[src/design/acm_pkg.sv]
package acm_pkg;

    // Register byte offsets
    localparam logic [7:0] ACM_CFG_FIRST_OFS = 8'h00;
    localparam logic [7:0] ACM_VSRC_OFS      = 8'h04;
    localparam logic [7:0] ACM_CFG_FOUR_OFS  = 8'h08;
    localparam logic [7:0] ACM_PORT_CFG_OFS  = 8'h0C;
    localparam logic [7:0] ACM_CTRL_OFS      = 8'h10;
    localparam logic [7:0] ACM_STATUS_OFS    = 8'h14;

    // Field positions
    localparam int ACM_RATE_LSB    = 0;
    localparam int ACM_FILT_LSB    = 4;
    localparam int ACM_NEG_LSB     = 0;
    localparam int ACM_POS_LSB     = 2;
    localparam int ACM_CON_LSB     = 0;
    localparam int ACM_DIR_LSB     = 4;
    localparam int ACM_EXC_BIT     = 0;
    localparam int ACM_AH_BIT      = 0;
    localparam int ACM_AL_BIT      = 1;
    localparam int ACM_VL_BIT      = 2;
    localparam int ACM_SETTLED_BIT = 3;

    // Reset values
    localparam logic [3:0] ACM_RATE_RST = 4'h4;
    localparam logic [2:0] ACM_FILT_RST = 3'h0;
    localparam logic [3:0] ACM_VSRC_RST = 4'h5;
    localparam logic [3:0] ACM_CON_RST  = 4'h0;
    localparam logic [3:0] ACM_DIR_RST  = 4'hF;
    localparam logic [3:0] ACM_DATA_RST = 4'h0;

    // Voltage source selector codes; 2'h3 also picks the analog input
    localparam logic [1:0] ACM_SRC_AIN    = 2'h0;
    localparam logic [1:0] ACM_SRC_SUPPLY = 2'h1;
    localparam logic [1:0] ACM_SRC_EXT0   = 2'h2;

    // Filter field: 0..3 sinc order 1..4, 4 selects FIR
    localparam logic [2:0] ACM_FILT_FIR = 3'h4;

    // Clock ratios: modulator = clock / 8, first stage to 14400 SPS
    localparam int ACM_MOD_DIV = 8;
    localparam int ACM_INT_DIV = 64;
    localparam int ACM_RW      = 13;

    // Second stage ratio per rate code, from 14400 SPS
    // 2.5 5 10 16.6 20 50 60 100 400 1200 2400 4800 7200
    localparam logic [12:0] ACM_RATIO [13] = '{
        13'h1680, 13'h0B40, 13'h05A0, 13'h0360, 13'h02D0,
        13'h0120, 13'h00F0, 13'h0090, 13'h0024, 13'h000C,
        13'h0006, 13'h0003, 13'h0002};
    localparam logic [3:0] ACM_RATE_MAX = 4'hC;
    localparam logic [3:0] ACM_FIR_MAX  = 4'h4;

    typedef enum logic [1:0] {
        ACM_SETTLE = 2'b01,
        ACM_READY  = 2'b10
    } acm_filt_st_t;

endpackage

[src/design/acm_sync.sv]
`timescale 1ns/1ps
module acm_sync #(
    parameter int W = 8
) (
    input  wire logic         pclk,
    input  wire logic         presetn,
    input  wire logic [W-1:0] din,
    output logic      [W-1:0] dout_q
);
    logic [W-1:0] meta_q;

    always_ff @(posedge pclk or negedge presetn) begin
        if (!presetn) begin
            meta_q <= '0;
            dout_q <= '0;
        end else begin
            meta_q <= din;
            dout_q <= meta_q;
        end
    end
endmodule

[src/design/acm_rate_div.sv]
`timescale 1ns/1ps
module acm_rate_div #(
    parameter int W = 13
) (
    input  wire logic         pclk,
    input  wire logic         presetn,
    input  wire logic         en,
    input  wire logic         restart,
    input  wire logic [W-1:0] ratio,
    output logic              tick_q
);
    logic [W-1:0] cnt_q;
    logic         wrap;

    assign wrap = cnt_q >= ratio - W'(1);

    always_ff @(posedge pclk or negedge presetn) begin
        if (!presetn) begin
            cnt_q <= '0;
        end else if (restart) begin
            cnt_q <= '0;
        end else if (en) begin
            cnt_q <= wrap ? '0 : cnt_q + W'(1);
        end
    end

    always_ff @(posedge pclk or negedge presetn) begin
        if (!presetn) begin
            tick_q <= 1'b0;
        end else begin
            tick_q <= en && !restart && wrap;
        end
    end
endmodule

[src/design/acm_ctrl.sv]
`timescale 1ns/1ps
// Overview of operation
// - High alarm sets when either amplifier output nears the upper supply.
// - Low alarm sets when either amplifier output nears the lower supply.
// - Alarms are read-only; cleared at conversion start once condition ends.
// - Over-range comparators are ignored while the input mux switches.
// - Two 2-bit source selectors; reset selects the analog supply pair.
// - Positive: supply, external in 0, analog in 0; negative likewise.
// - Writing 0Ah selects the external positive and negative inputs 0.
// - Writing 05h selects the analog supply pair.
// - Low source alarm sets below 0.4 V, clears at next conversion.
// - Four port pins share analog inputs 0 to 3.
// - A port pin reaches its package pin only when its connect bit is 1.
// - Direction bit 0 drives the pin, 1 makes it an input unless excitation mode is on.
// - Port pin values are read and written in the fourth config word.
// - Output pins read back the written value, not the pin level.
// - Excitation mode drives pins with excitation signals, ignoring data.
// - Modulator samples at the converter clock divided by 8.
// - Sinc mode gives 2.5 to 7200 SPS with order 1 through 4.
// - FIR mode gives up to 20 SPS, settled in one conversion.
// - First stage decimates the modulator stream to 14400 SPS.
// - Second stage applies programmable ratio and order.
// - Output rate comes from a 4-bit field of the first config word.
// - Filter mode and order come from a 3-bit field of that word.
module acm_ctrl
    import acm_pkg::*;
#(
    parameter int MOD_DIV = ACM_MOD_DIV,
    parameter int INT_DIV = ACM_INT_DIV
) (
    input  wire logic        pclk,
    input  wire logic        presetn,
    input  wire logic        psel,
    input  wire logic        penable,
    input  wire logic        pwrite,
    input  wire logic [7:0]  paddr,
    input  wire logic [31:0] pwdata,
    output logic             pready,
    output logic [31:0]      prdata,
    output logic             pslverr,
    input  wire logic        amp_hi_cmp,
    input  wire logic        amp_lo_cmp,
    input  wire logic        vsrc_low_cmp,
    input  wire logic        mux_switching,
    input  wire logic [3:0]  exc_drive,
    input  wire logic [3:0]  port_pin_in,
    output logic      [3:0]  port_pin_out,
    output logic      [3:0]  port_pin_oe_n,
    output logic      [1:0]  pos_vsrc_sel,
    output logic      [1:0]  neg_vsrc_sel,
    output logic             amp_high_alarm,
    output logic             amp_low_alarm,
    output logic             low_vsrc_alarm,
    output logic             mod_en,
    output logic             int_en,
    output logic             conv_start,
    output logic             data_ready,
    output logic             fir_mode,
    output logic      [1:0]  sinc_order,
    output logic      [12:0] decim_ratio
);

    logic [7:0]   sync_s;
    logic [3:0]   pin_s;
    logic         hi_s;
    logic         lo_s;
    logic         vl_s;
    logic         mux_s;
    logic         wr;
    logic         wr_first;
    logic         restart;
    logic [3:0]   rate_q;
    logic [2:0]   filt_q;
    logic [3:0]   con_q;
    logic [3:0]   dir_q;
    logic [3:0]   data_q;
    logic         exc_q;
    logic [3:0]   rate_eff;
    logic [12:0]  ratio_d;
    logic [2:0]   need;
    logic [2:0]   settle_q;
    logic [31:0]  rdata_d;
    logic         hit;
    acm_filt_st_t st_q;

    // Set wins over clear so an event in the clear cycle is kept
    function automatic logic alarm_next(logic q, logic cond, logic clr);
        return cond ? 1'b1 : (clr ? 1'b0 : q);
    endfunction

    acm_sync #(
        .W (8)
    ) u_sync (
        .pclk    (pclk),
        .presetn (presetn),
        .din     ({mux_switching, vsrc_low_cmp, amp_lo_cmp, amp_hi_cmp,
                   port_pin_in}),
        .dout_q  (sync_s)
    );

    assign pin_s = sync_s[3:0];
    assign hi_s  = sync_s[4];
    assign lo_s  = sync_s[5];
    assign vl_s  = sync_s[6];
    assign mux_s = sync_s[7];

    // APB: pready comes one cycle after setup, so each access has no wait
    assign wr       = psel && penable && pready && pwrite;
    assign wr_first = wr && paddr == ACM_CFG_FIRST_OFS;

    always_ff @(posedge pclk or negedge presetn) begin
        if (!presetn) begin
            pready <= 1'b0;
        end else begin
            pready <= psel && !penable;
        end
    end

    always_comb begin
        hit     = 1'b1;
        rdata_d = 32'h0000_0000;
        case (paddr)
            ACM_CFG_FIRST_OFS: begin
                rdata_d[ACM_RATE_LSB +: 4] = rate_q;
                rdata_d[ACM_FILT_LSB +: 3] = filt_q;
            end
            ACM_VSRC_OFS: begin
                rdata_d[ACM_POS_LSB +: 2] = pos_vsrc_sel;
                rdata_d[ACM_NEG_LSB +: 2] = neg_vsrc_sel;
            end
            ACM_CFG_FOUR_OFS: begin
                rdata_d[3:0] = (dir_q & pin_s) | (~dir_q & data_q);
            end
            ACM_PORT_CFG_OFS: begin
                rdata_d[ACM_CON_LSB +: 4] = con_q;
                rdata_d[ACM_DIR_LSB +: 4] = dir_q;
            end
            ACM_CTRL_OFS: begin
                rdata_d[ACM_EXC_BIT] = exc_q;
            end
            ACM_STATUS_OFS: begin
                rdata_d[ACM_AH_BIT]      = amp_high_alarm;
                rdata_d[ACM_AL_BIT]      = amp_low_alarm;
                rdata_d[ACM_VL_BIT]      = low_vsrc_alarm;
                rdata_d[ACM_SETTLED_BIT] = st_q == ACM_READY;
            end
            default: begin
                hit = 1'b0;
            end
        endcase
    end

    always_ff @(posedge pclk or negedge presetn) begin
        if (!presetn) begin
            prdata  <= 32'h0000_0000;
            pslverr <= 1'b0;
        end else if (psel && !penable) begin
            prdata  <= pwrite ? 32'h0000_0000 : rdata_d;
            pslverr <= !hit;
        end else begin
            pslverr <= 1'b0;
        end
    end

    // First config word: rate and filter fields
    always_ff @(posedge pclk or negedge presetn) begin
        if (!presetn) begin
            rate_q <= ACM_RATE_RST;
            filt_q <= ACM_FILT_RST;
        end else if (wr_first) begin
            rate_q <= pwdata[ACM_RATE_LSB +: 4];
            filt_q <= pwdata[ACM_FILT_LSB +: 3];
        end
    end

    // Source selectors drive the reference mux directly
    always_ff @(posedge pclk or negedge presetn) begin
        if (!presetn) begin
            {pos_vsrc_sel, neg_vsrc_sel} <= ACM_VSRC_RST;
        end else if (wr && paddr == ACM_VSRC_OFS) begin
            pos_vsrc_sel <= pwdata[ACM_POS_LSB +: 2];
            neg_vsrc_sel <= pwdata[ACM_NEG_LSB +: 2];
        end
    end

    always_ff @(posedge pclk or negedge presetn) begin
        if (!presetn) begin
            con_q  <= ACM_CON_RST;
            dir_q  <= ACM_DIR_RST;
            data_q <= ACM_DATA_RST;
            exc_q  <= 1'b0;
        end else if (wr) begin
            case (paddr)
                ACM_CFG_FOUR_OFS: begin
                    data_q <= pwdata[3:0];
                end
                ACM_PORT_CFG_OFS: begin
                    con_q <= pwdata[ACM_CON_LSB +: 4];
                    dir_q <= pwdata[ACM_DIR_LSB +: 4];
                end
                ACM_CTRL_OFS: begin
                    exc_q <= pwdata[ACM_EXC_BIT];
                end
                default: begin
                end
            endcase
        end
    end

    // Port pins, shared with analog inputs 0..3
    always_ff @(posedge pclk or negedge presetn) begin
        if (!presetn) begin
            port_pin_out  <= 4'h0;
            port_pin_oe_n <= 4'hF;
        end else begin
            for (int i = 0; i < 4; i++) begin
                port_pin_oe_n[i] <= !(con_q[i] &&
                                      (exc_q || !dir_q[i]));
                port_pin_out[i]  <= exc_q ? exc_drive[i]
                                          : data_q[i];
            end
        end
    end

    // Alarm flags
    always_ff @(posedge pclk or negedge presetn) begin
        if (!presetn) begin
            amp_high_alarm <= 1'b0;
            amp_low_alarm  <= 1'b0;
            low_vsrc_alarm <= 1'b0;
        end else begin
            amp_high_alarm <= alarm_next(amp_high_alarm,
                                         hi_s && !mux_s,
                                         conv_start);
            amp_low_alarm  <= alarm_next(amp_low_alarm,
                                         lo_s && !mux_s,
                                         conv_start);
            low_vsrc_alarm <= alarm_next(low_vsrc_alarm, vl_s,
                                         conv_start);
        end
    end

    // Filter settings; FIR caps the rate at 20 SPS
    always_comb begin
        rate_eff = rate_q > ACM_RATE_MAX ? ACM_RATE_MAX : rate_q;
        if (filt_q[2] && rate_eff > ACM_FIR_MAX) begin
            rate_eff = ACM_FIR_MAX;
        end
        ratio_d = ACM_RATIO[rate_eff];
        need    = filt_q[2] ? 3'h1 : {1'b0, filt_q[1:0]} + 3'h1;
    end

    always_ff @(posedge pclk or negedge presetn) begin
        if (!presetn) begin
            decim_ratio <= ACM_RATIO[ACM_RATE_RST];
            fir_mode    <= 1'b0;
            sinc_order  <= 2'h0;
        end else begin
            decim_ratio <= ratio_d;
            fir_mode    <= filt_q >= ACM_FILT_FIR;
            sinc_order  <= filt_q[1:0];
        end
    end

    acm_rate_div #(
        .W (ACM_RW)
    ) u_mod_div (
        .pclk    (pclk),
        .presetn (presetn),
        .en      (1'b1),
        .restart (1'b0),
        .ratio   (ACM_RW'(MOD_DIV)),
        .tick_q  (mod_en)
    );

    acm_rate_div #(
        .W (ACM_RW)
    ) u_int_div (
        .pclk    (pclk),
        .presetn (presetn),
        .en      (mod_en),
        .restart (1'b0),
        .ratio   (ACM_RW'(INT_DIV)),
        .tick_q  (int_en)
    );

    // A first config word write or a mux change restarts the output period
    assign restart = wr_first || mux_s;

    acm_rate_div #(
        .W (ACM_RW)
    ) u_out_div (
        .pclk    (pclk),
        .presetn (presetn),
        .en      (int_en),
        .restart (restart),
        .ratio   (decim_ratio),
        .tick_q  (conv_start)
    );

    // Sinc order N needs N periods to settle, FIR only one
    always_ff @(posedge pclk or negedge presetn) begin
        if (!presetn) begin
            st_q       <= ACM_SETTLE;
            settle_q   <= 3'h0;
            data_ready <= 1'b0;
        end else begin
            data_ready <= 1'b0;
            case (st_q)
                ACM_SETTLE: begin
                    if (restart) begin
                        settle_q <= 3'h0;
                    end else if (conv_start) begin
                        if (settle_q + 3'h1 >= need) begin
                            st_q       <= ACM_READY;
                            data_ready <= 1'b1;
                            settle_q   <= 3'h0;
                        end else begin
                            settle_q <= settle_q + 3'h1;
                        end
                    end
                end
                ACM_READY: begin
                    if (restart) begin
                        st_q <= ACM_SETTLE;
                    end else if (conv_start) begin
                        data_ready <= 1'b1;
                    end
                end
                default: begin
                    st_q <= ACM_SETTLE;
                end
            endcase
        end
    end

    amp_high_set_a: assert property (@(posedge pclk) disable iff (!presetn)
        hi_s && !mux_s |=> amp_high_alarm)
        else $error("high alarm not set");

    amp_low_set_a: assert property (@(posedge pclk) disable iff (!presetn)
        lo_s && !mux_s |=> amp_low_alarm)
        else $error("low alarm not set");

    alarm_clear_a: assert property (@(posedge pclk) disable iff (!presetn)
        conv_start && !(hi_s && !mux_s) |=> !amp_high_alarm)
        else $error("high alarm not cleared at conversion");

    mux_block_a: assert property (@(posedge pclk) disable iff (!presetn)
        mux_s && !amp_low_alarm |=> !amp_low_alarm)
        else $error("low alarm set during mux change");

    vsrc_ext_a: assert property (@(posedge pclk) disable iff (!presetn)
        wr && paddr == ACM_VSRC_OFS && pwdata[3:0] == 4'hA
        |=> pos_vsrc_sel == ACM_SRC_EXT0 && neg_vsrc_sel == ACM_SRC_EXT0)
        else $error("external source not selected");

    vsrc_low_a: assert property (@(posedge pclk) disable iff (!presetn)
        vl_s ##1 !vl_s && !conv_start |=> low_vsrc_alarm)
        else $error("low source alarm lost early");

    pin_drive_a: assert property (@(posedge pclk) disable iff (!presetn)
        !port_pin_oe_n[0] |-> $past(con_q[0]))
        else $error("unconnected pin driven");

    mod_rate_a: assert property (@(posedge pclk) disable iff (!presetn)
        mod_en |=> !mod_en [*7] ##1 mod_en)
        else $error("modulator rate not one eighth");

endmodule

[config.mk]
export PLATFORM = sky130hd
export DESIGN_NAME = acm_ctrl
export DESIGN_NICKNAME = d
export VERILOG_FILES = /design/src/design/acm_pkg.sv /design/src/design/acm_sync.sv /design/src/design/acm_rate_div.sv /design/src/design/acm_ctrl.sv
export SDC_FILE = /design/constraint.sdc
export NUM_CORES = 1
export LEC_CHECK = 0
export ABC_AREA = 1
export BUFFER_PORTS_ARGS = -buffer_cell sky130_fd_sc_hd__buf_2
export CORE_MARGIN = 1.5
export CORE_UTILIZATION = 51
export CTS_BUF_LIST = sky130_fd_sc_hd__clkbuf_8
export DETAILED_ROUTE_END_ITERATION = 16
export PLACE_DENSITY = 0.79
export SLEW_MARGIN = 20
export SYNTH_ARGS = -nofsm -noshare
export SYNTH_HDL_FRONTEND = slang
export SYNTH_SLANG_ARGS = --single-unit
export TNS_END_PERCENT = 100
[constraint.sdc]
create_clock -name pclk -period 2.33 [get_ports pclk]
set_input_delay 0.1165 -clock pclk [delete_from_list [all_inputs] [get_ports pclk]]
set_output_delay 0.1165 -clock pclk [all_outputs]
set_load 0.005 [all_outputs]
After elaboration in Yosys (flattened, before gate mapping)
Memory sizes are Yosys's and may differ from the RTL's. A register that Yosys moved wholly into a read port is not among the register bits.
Index checks and enable logic that the tools add are counted.
{"block": "totals", "regBits": 136, "out_inout_bits": 69, "romBits": 208, "n_memories": 1, "in_bits": 57, "elab_cells": 142}
{"name": "(no name shown)", "depth": 16, "width": 13, "read_ports": 1, "rd_ports_with_merged_regs": 1, "write_ports": 0, "line": "acm_ctrl.sv:249", "rtl": "ratio_d = ACM_RATIO[rate_eff];"}
{"block": "op_classes", "n_eq_ne": 11, "muxes": 37, "n_bitwise": 5, "magnitude_cmp": 7, "addsub": 6, "reduce_logical": 46}
{"operator": "$mux 13", "n": 5}
{"operator": "$add 13x1->13 const B", "n": 3}
{"operator": "$eq 8x4->1 const B", "n": 2}
{"operator": "$eq 8x5->1 const B", "n": 2}
{"operator": "$logic_and 1x1->1", "n": 16}
{"operator": "$mux 1", "n": 16}
{"operator": "$pmux 3 s5", "n": 1}
{"operator": "$ge 13x13->1", "n": 1}
{"operator": "$ge 13x3->1 const B", "n": 1}
{"operator": "$ge 13x6->1 const B", "n": 1}
{"operator": "$logic_not 1->1", "n": 13}
{"operator": "$sub 13x1->13 const B", "n": 1}
{"operator": "$mux 3", "n": 4}
{"operator": "$reduce_bool 2->1", "n": 5}
{"operator": "$and 4x4->4", "n": 2}
{"operator": "$eq 8x3->1 const B", "n": 1}
{"operator": "$logic_not 8->1", "n": 1}
{"operator": "$mux 2", "n": 4}
{"operator": "$mux 4", "n": 2}
{"operator": "$mux 8", "n": 1}
{"operator": "$reduce_and 2->1", "n": 4}
{"operator": "$pmux 1 s6", "n": 1}
{"operator": "$pmux 3 s2", "n": 1}
{"operator": "$reduce_or 6->1", "n": 1}
{"operator": "other kinds (17)", "n": 23}

Logic depth before layout (Yosys ltp)
{"block": "depth", "word_depth": 8, "ltp_mapped": 18, "ltp_nobuf": 18}

By module
A second synthesis with hierarchy kept.
{"block": "hier_totals", "cells_unflattened": 1060, "area_unflattened_um2": 8299.2}
{"module": "acm_ctrl", "cells_per_inst": 387, "n_inst": 1, "area_per_inst_um2": 3447.1, "seq_area_each_um2": 1696.6}
{"module": "acm_rate_div at u_mod_div ...", "cells_per_inst": 219, "n_inst": 2, "area_per_inst_um2": 1463.9, "seq_area_each_um2": 350.3}
{"module": "acm_rate_div at u_int_div", "cells_per_inst": 219, "n_inst": 1, "area_per_inst_um2": 1524.0, "seq_area_each_um2": 350.3}
{"module": "acm_sync", "cells_per_inst": 16, "n_inst": 1, "area_per_inst_um2": 400.4, "seq_area_each_um2": 400.4}

Least setup slack after synthesis
OpenSTA, ideal clock, no wires.
{"block": "synth_timing", "path_type": "flip-flop to flip-flop", "startpoint": "register decim_ratio[0]", "endpoint": "register u_out_div.cnt_q[11]", "arrival_ps": 2503, "path_buffers": 0, "path_stages_with_launch": 19, "setup_ps": 117, "t_required_ps": 2213, "setup_slack_ps": -290, "period_less_slack_ps": 2620, "cell_sequence": "dfrtp_1 -> inv_1 -> ha_1 -> inv_1 -> nor3_1 -> nand2_1 -> nor2_1 -> nand2_1 -> xor2_1 -> ha_1 -> nand2_1 -> inv_1 -> nand3_1 -> nor2_1 -> nand2_1 -> nand3_1 -> inv_1 -> nand2_1 -> nand2_1"}
{"block": "synth_via", "elab_chain_cells": 5}
{"element": "start: declaration", "line": "acm_ctrl.sv:60", "rtl": "output logic [12:0] decim_ratio"}
{"element": "$sub 13x1->13", "line": "acm_rate_div.sv:15", "rtl": "assign wrap = cnt_q >= ratio - W'(1);"}
{"element": "$ge 13x13->1", "line": "acm_rate_div.sv:15"}
{"element": "$mux 13", "line": "acm_rate_div.sv:23", "rtl": "cnt_q <= wrap ? '0 : cnt_q + W'(1);"}
{"element": "$mux 13", "line": "acm_rate_div.sv:22", "rtl": "end else if (en) begin"}
{"element": "$mux 13", "line": "acm_rate_div.sv:20", "rtl": "end else if (restart) begin"}
{"element": "end signal: assignment", "line": "acm_rate_div.sv:23"}
{"element": "end: declaration", "line": "acm_rate_div.sv:12", "rtl": "logic [W-1:0] cnt_q;"}
No other way between the ends. The select of a mux whose other input is x is not followed.
A chain may end at the register's enable or synchronous reset.

Final worst setup path
Ends and elaborated chain as after synthesis.

==> results.txt <==
For the count of mapped cells out of synthesis, the log shows 695. The tree is rooted in a sky130_fd_sc_hd__clkbuf_8. Number of antenna-violating nets in the routed design: 0. For this run, the post-layout net count is 922. The tools report the top-level I/O count as 126. The worst register-to-register path has a setup slack of -0.24 ns. The async set or reset register ratio after synthesis works out to 100%. The depth of the worst register-to-register path came out at 16. The initial utilization of the core area, before any placement, comes to 52.8%. For this run, design rule violations remaining after detail routing come to 4. The total overflow left after global routing is 0.

The tools report the overall routing resource usage as 22.3%. Measured along the y axis, the die boundary spans 112 um. The share of the core filled with cells in the final layout came out at 64.5%. The worst vdd rail ir drop is 472 uV, and the peak per-stage delay on the critical path is 0.39 ns. The via count of the first global-routing pass is 4672, and the power density normalized to cell area is 624 nW/um^2. The setup-violating endpoint count in the final report was 14.

The number of enable flip-flop cells after synthesis was 0. The routed layout has 4908 vias. The most used flip-flop cell after synthesis is sky130_fd_sc_hd__dfrtp_1. Ranked by instance count, the synthesized netlist is headed by sky130_fd_sc_hd__nand2_1 (173), sky130_fd_sc_hd__dfrtp_1 (109), sky130_fd_sc_hd__inv_1 (83). Synthesized cell area: 6110 sq um.

The first global-routing pass estimated 22200 um of wire. After layout, the worst path uses 110% of the clock period. The number of detailed-routing iterations run before antenna repair came out at 13.

The most used standard cell by instance count after synthesis was sky130_fd_sc_hd__nand2_1. Clock skew on the completed layout was measured at 0.0166 ns. The final weighted congestion of routability-driven global placement is 0.835, and the number of DRC violations after detailed-routing iteration 0 is 265.

The worst hold path belongs to the class in -> reg. The tools report the largest net degree at the start of global routing as 59. The max-slew violation total from the final report is 0. The signal on the critical path passes through inv_2 -> ha_4 -> inv_2 -> nor3_2 -> nand2_1 -> nor2_2 -> nand2_1 -> xor2_1 -> ha_1 -> a21oi_1 -> nand2_1 -> a21oi_4 -> nand3_4 -> inv_6 -> nand2_1 -> nand2_1.

Sorting the synthesized cells by area gives the leading types as sky130_fd_sc_hd__dfrtp_1 (45%), sky130_fd_sc_hd__nand2_1 (11%), sky130_fd_sc_hd__dfstp_2 (6.9%). The wire-length estimate of the detail-placed layout is 9150 um. Type of the worst setup path: reg -> reg.

The analysis attributes to cell leakage a power of 0.00388 uW. The worst hold path passes through 3 cells. Among all stages on the critical path, the largest delay is contributed by sky130_fd_sc_hd__dfrtp_1. In this run the critical register-to-register path is captured at u_out_div.cnt_q[11]. The end point of the most critical hold path is rate_q[1]. Library cell with the largest summed area after synthesis: sky130_fd_sc_hd__dfrtp_1. For the fmax, the log shows 0.390 GHz. The share of the Yosys chip area taken by registers is 51.5%.

The diode insertion count for antenna repair was 0; the mean instance size in the synthesized netlist was 8.79 sq um. The clock net in this run drives a total of 125 sinks. Dividing the detail-routed wire length by the instance count gives 13.4 um. The type of origin of the critical path is a flip-flop.

In the final layout, the share of cells above drive strength 1 is 21.7%. The startpoint identified for the worst register-to-register timing path is decim_ratio[0]. The endpoint type of the worst setup path is a flip-flop. Row generation in the floorplan step produced 39 rows.

The total CTS buffers is 17. The floorplan step defined a die boundary enclosing 12600 sq um. Slew of the pin with the lowest slew margin: 0.565 ns.

After detailed routing, the number of vias per cell comes to 4.95. Max-cap violations in this run came to 0. Of all nets on the critical path, the largest fanout is 8. The logs give 0.45 ns for the source-to-sink clock delay at the later pin of the worst-skew pair and 62.4% for the headroom to the max-slew limit. Data arrives at the worst endpoint at 2.95 ns. The number of antenna violations at the first check in global routing came out at 0. The filler cell count in the final layout is 929. The count of unique library cells instantiated by Yosys came out at 41.

The total of flip-flops plus latches after synthesis was 125. The number of warning messages in the yosys log is 0. The final reports fail on DRC, setup timing.

The die extent in x was 112 um; the area overhead of the layout relative to synthesis was 22.1%. The clock edge transition at the registers on the reported setup and hold paths is 0.07 ns, and the critical path data required time is 2.71 ns. The share of synthesized area in the top cell type comes to 44.6%. The post-layout minimum cycle time came out at 2.57 ns. TritonCTS built the clock tree. For this block, the routed nets add up to 13300 um of wire. The clock tree synthesis step divided the H-tree into 4 levels. The worst hold path begins at pwdata[1]. The flow ran to the end, but the final reports show violations.

The worst-case setup margin in the final layout came out at -0.236 ns. In this run the deepest clock path goes through 2 buffers. Setup repair after global routing could not meet its margin everywhere.

The area of the core region came out at 11600 sq um. Buffers placed on the I/O ports in this run total 77. The number of hold violations in the final report was 0.

The design draws 4650 uW. The cell occurring most often along the worst timing path is sky130_fd_sc_hd__nand2_1.
## how the worst max path moves through the flow
| stage | end | cells after the start | from |
|---|---|---|---|
| after floorplan | u_out_div.cnt_q[11] | 18 | decim_ratio[0] |
| after global placement | u_out_div.cnt_q[11] | 18 | decim_ratio[1] |
| after detailed placement | u_out_div.cnt_q[7] | 18 | decim_ratio[1] |
| after CTS | u_out_div.cnt_q[11] | 18 | decim_ratio[0] |
| after global routing | u_out_div.cnt_q[12] | 18 | decim_ratio[0] |
| final | u_out_div.cnt_q[11] | 16 | decim_ratio[0] |
## logic make-up (layout without fill, tap and decap cells)
family | after synthesis | after routing | synth area share [%]
other | 1 | 34 | 0.0614
XOR/XNOR | 20 | 20 | 2.87
multiplexers | 1 | 1 | 0.184
AND/OR/NAND/NOR | 326 | 326 | 23.8
adder cells (fa/ha/maj) | 29 | 29 | 5.94
flip-flops | 125 | 125 | 51.5
buffers and inverters | 118 | 239 | 9.03
AO/OA/AOI/OAI | 75 | 75 | 6.63
## timing repair
item	CTS	global route
setup endpoints to repair	14	14
pin swaps	10	6
hold buffers	21	0
endpoints found under the hold margin	56	0
setup buffers	4	3
resized for setup	7	3
## registers in the layout, summed over array words and instances (netlist names), 4 cells and up
signal / count
u_sync.meta_q: 8
u_int_div.cnt_q: 13
u_out_div.cnt_q: 13
port_pin_oe_n: 4
con_q: 4
port_pin_out: 4
data_q: 4
u_sync.dout_q: 8
dir_q: 4
decim_ratio: 13
u_mod_div.cnt_q: 13
prdata: 8
rate_q: 4
## placed cells by master (no fill, tap or decap), types with 13 or more instances in the layout
cell                            Yosys  routed
sky130_fd_sc_hd__buf_2              2      76
sky130_fd_sc_hd__buf_4             24      23
sky130_fd_sc_hd__clkbuf_8           0      19
sky130_fd_sc_hd__conb_1             1      34
sky130_fd_sc_hd__dfrtp_1          109     109
sky130_fd_sc_hd__dfstp_2           16      16
sky130_fd_sc_hd__dlygate4sd3_1      0      21
sky130_fd_sc_hd__ha_1              29      28
sky130_fd_sc_hd__inv_1             83      78
sky130_fd_sc_hd__nand2_1          173     172
sky130_fd_sc_hd__nand3_1           45      43
sky130_fd_sc_hd__nor2_1            66      65
sky130_fd_sc_hd__o21ai_0           44      44
sky130_fd_sc_hd__xor2_1            13      13
## through the flow
stage	hold slack (ns)	area, sq um	instances	setup WS (ns)	TNS (ns)
after floorplan	-0.179	6260	728	-0.0696	-0.492
after global placement	0.145	6730	932	-0.136	-1.19
after global routing	0.0218	7460	992	-0.434	-5.53
after detailed placement	0.152	6730	932	-0.223	-2.24
after CTS	0.00311	7430	989	-0.0623	-0.409
final	0.0209	7460	992	-0.236	-2.88
## critical path, delay by kind of cell, from the launching register on
family	cells	cell delay, ns
AO/OA/AOI/OAI	2	0.32
XOR/XNOR	1	0.15
adder cells (fa/ha/maj)	2	0.47
buffers and inverters	3	0.23
flip-flops	1	0.39
AND/OR/NAND/NOR	8	0.93
## final cells by class
type                    count  area [sq um]  share of cell area, %
clock buffers              19           262                   3.50
well taps                 143           179                   2.40
flip-flops and latches    125          3150                   42.2
multi-input cells         485          2600                   34.8
clock inverters            13           164                   2.20
repair buffers            121           783                   10.5
inverters                  86           328                   4.39
## routing by layer
layer,GRT usage (%),up-vias,wire length (um)
li1,-,2437,-
met1,29.5,2294,5870
met2,36.4,147,6440
met3,4.97,30,676
met4,8.02,0,280
met5,0,-,0
## power breakdown
group,switching (uW),internal (uW)
logic,191,122
registers,67.9,2260
clock network,898,1120
total,1160,3500
Power figures use the tool's default switching activity.
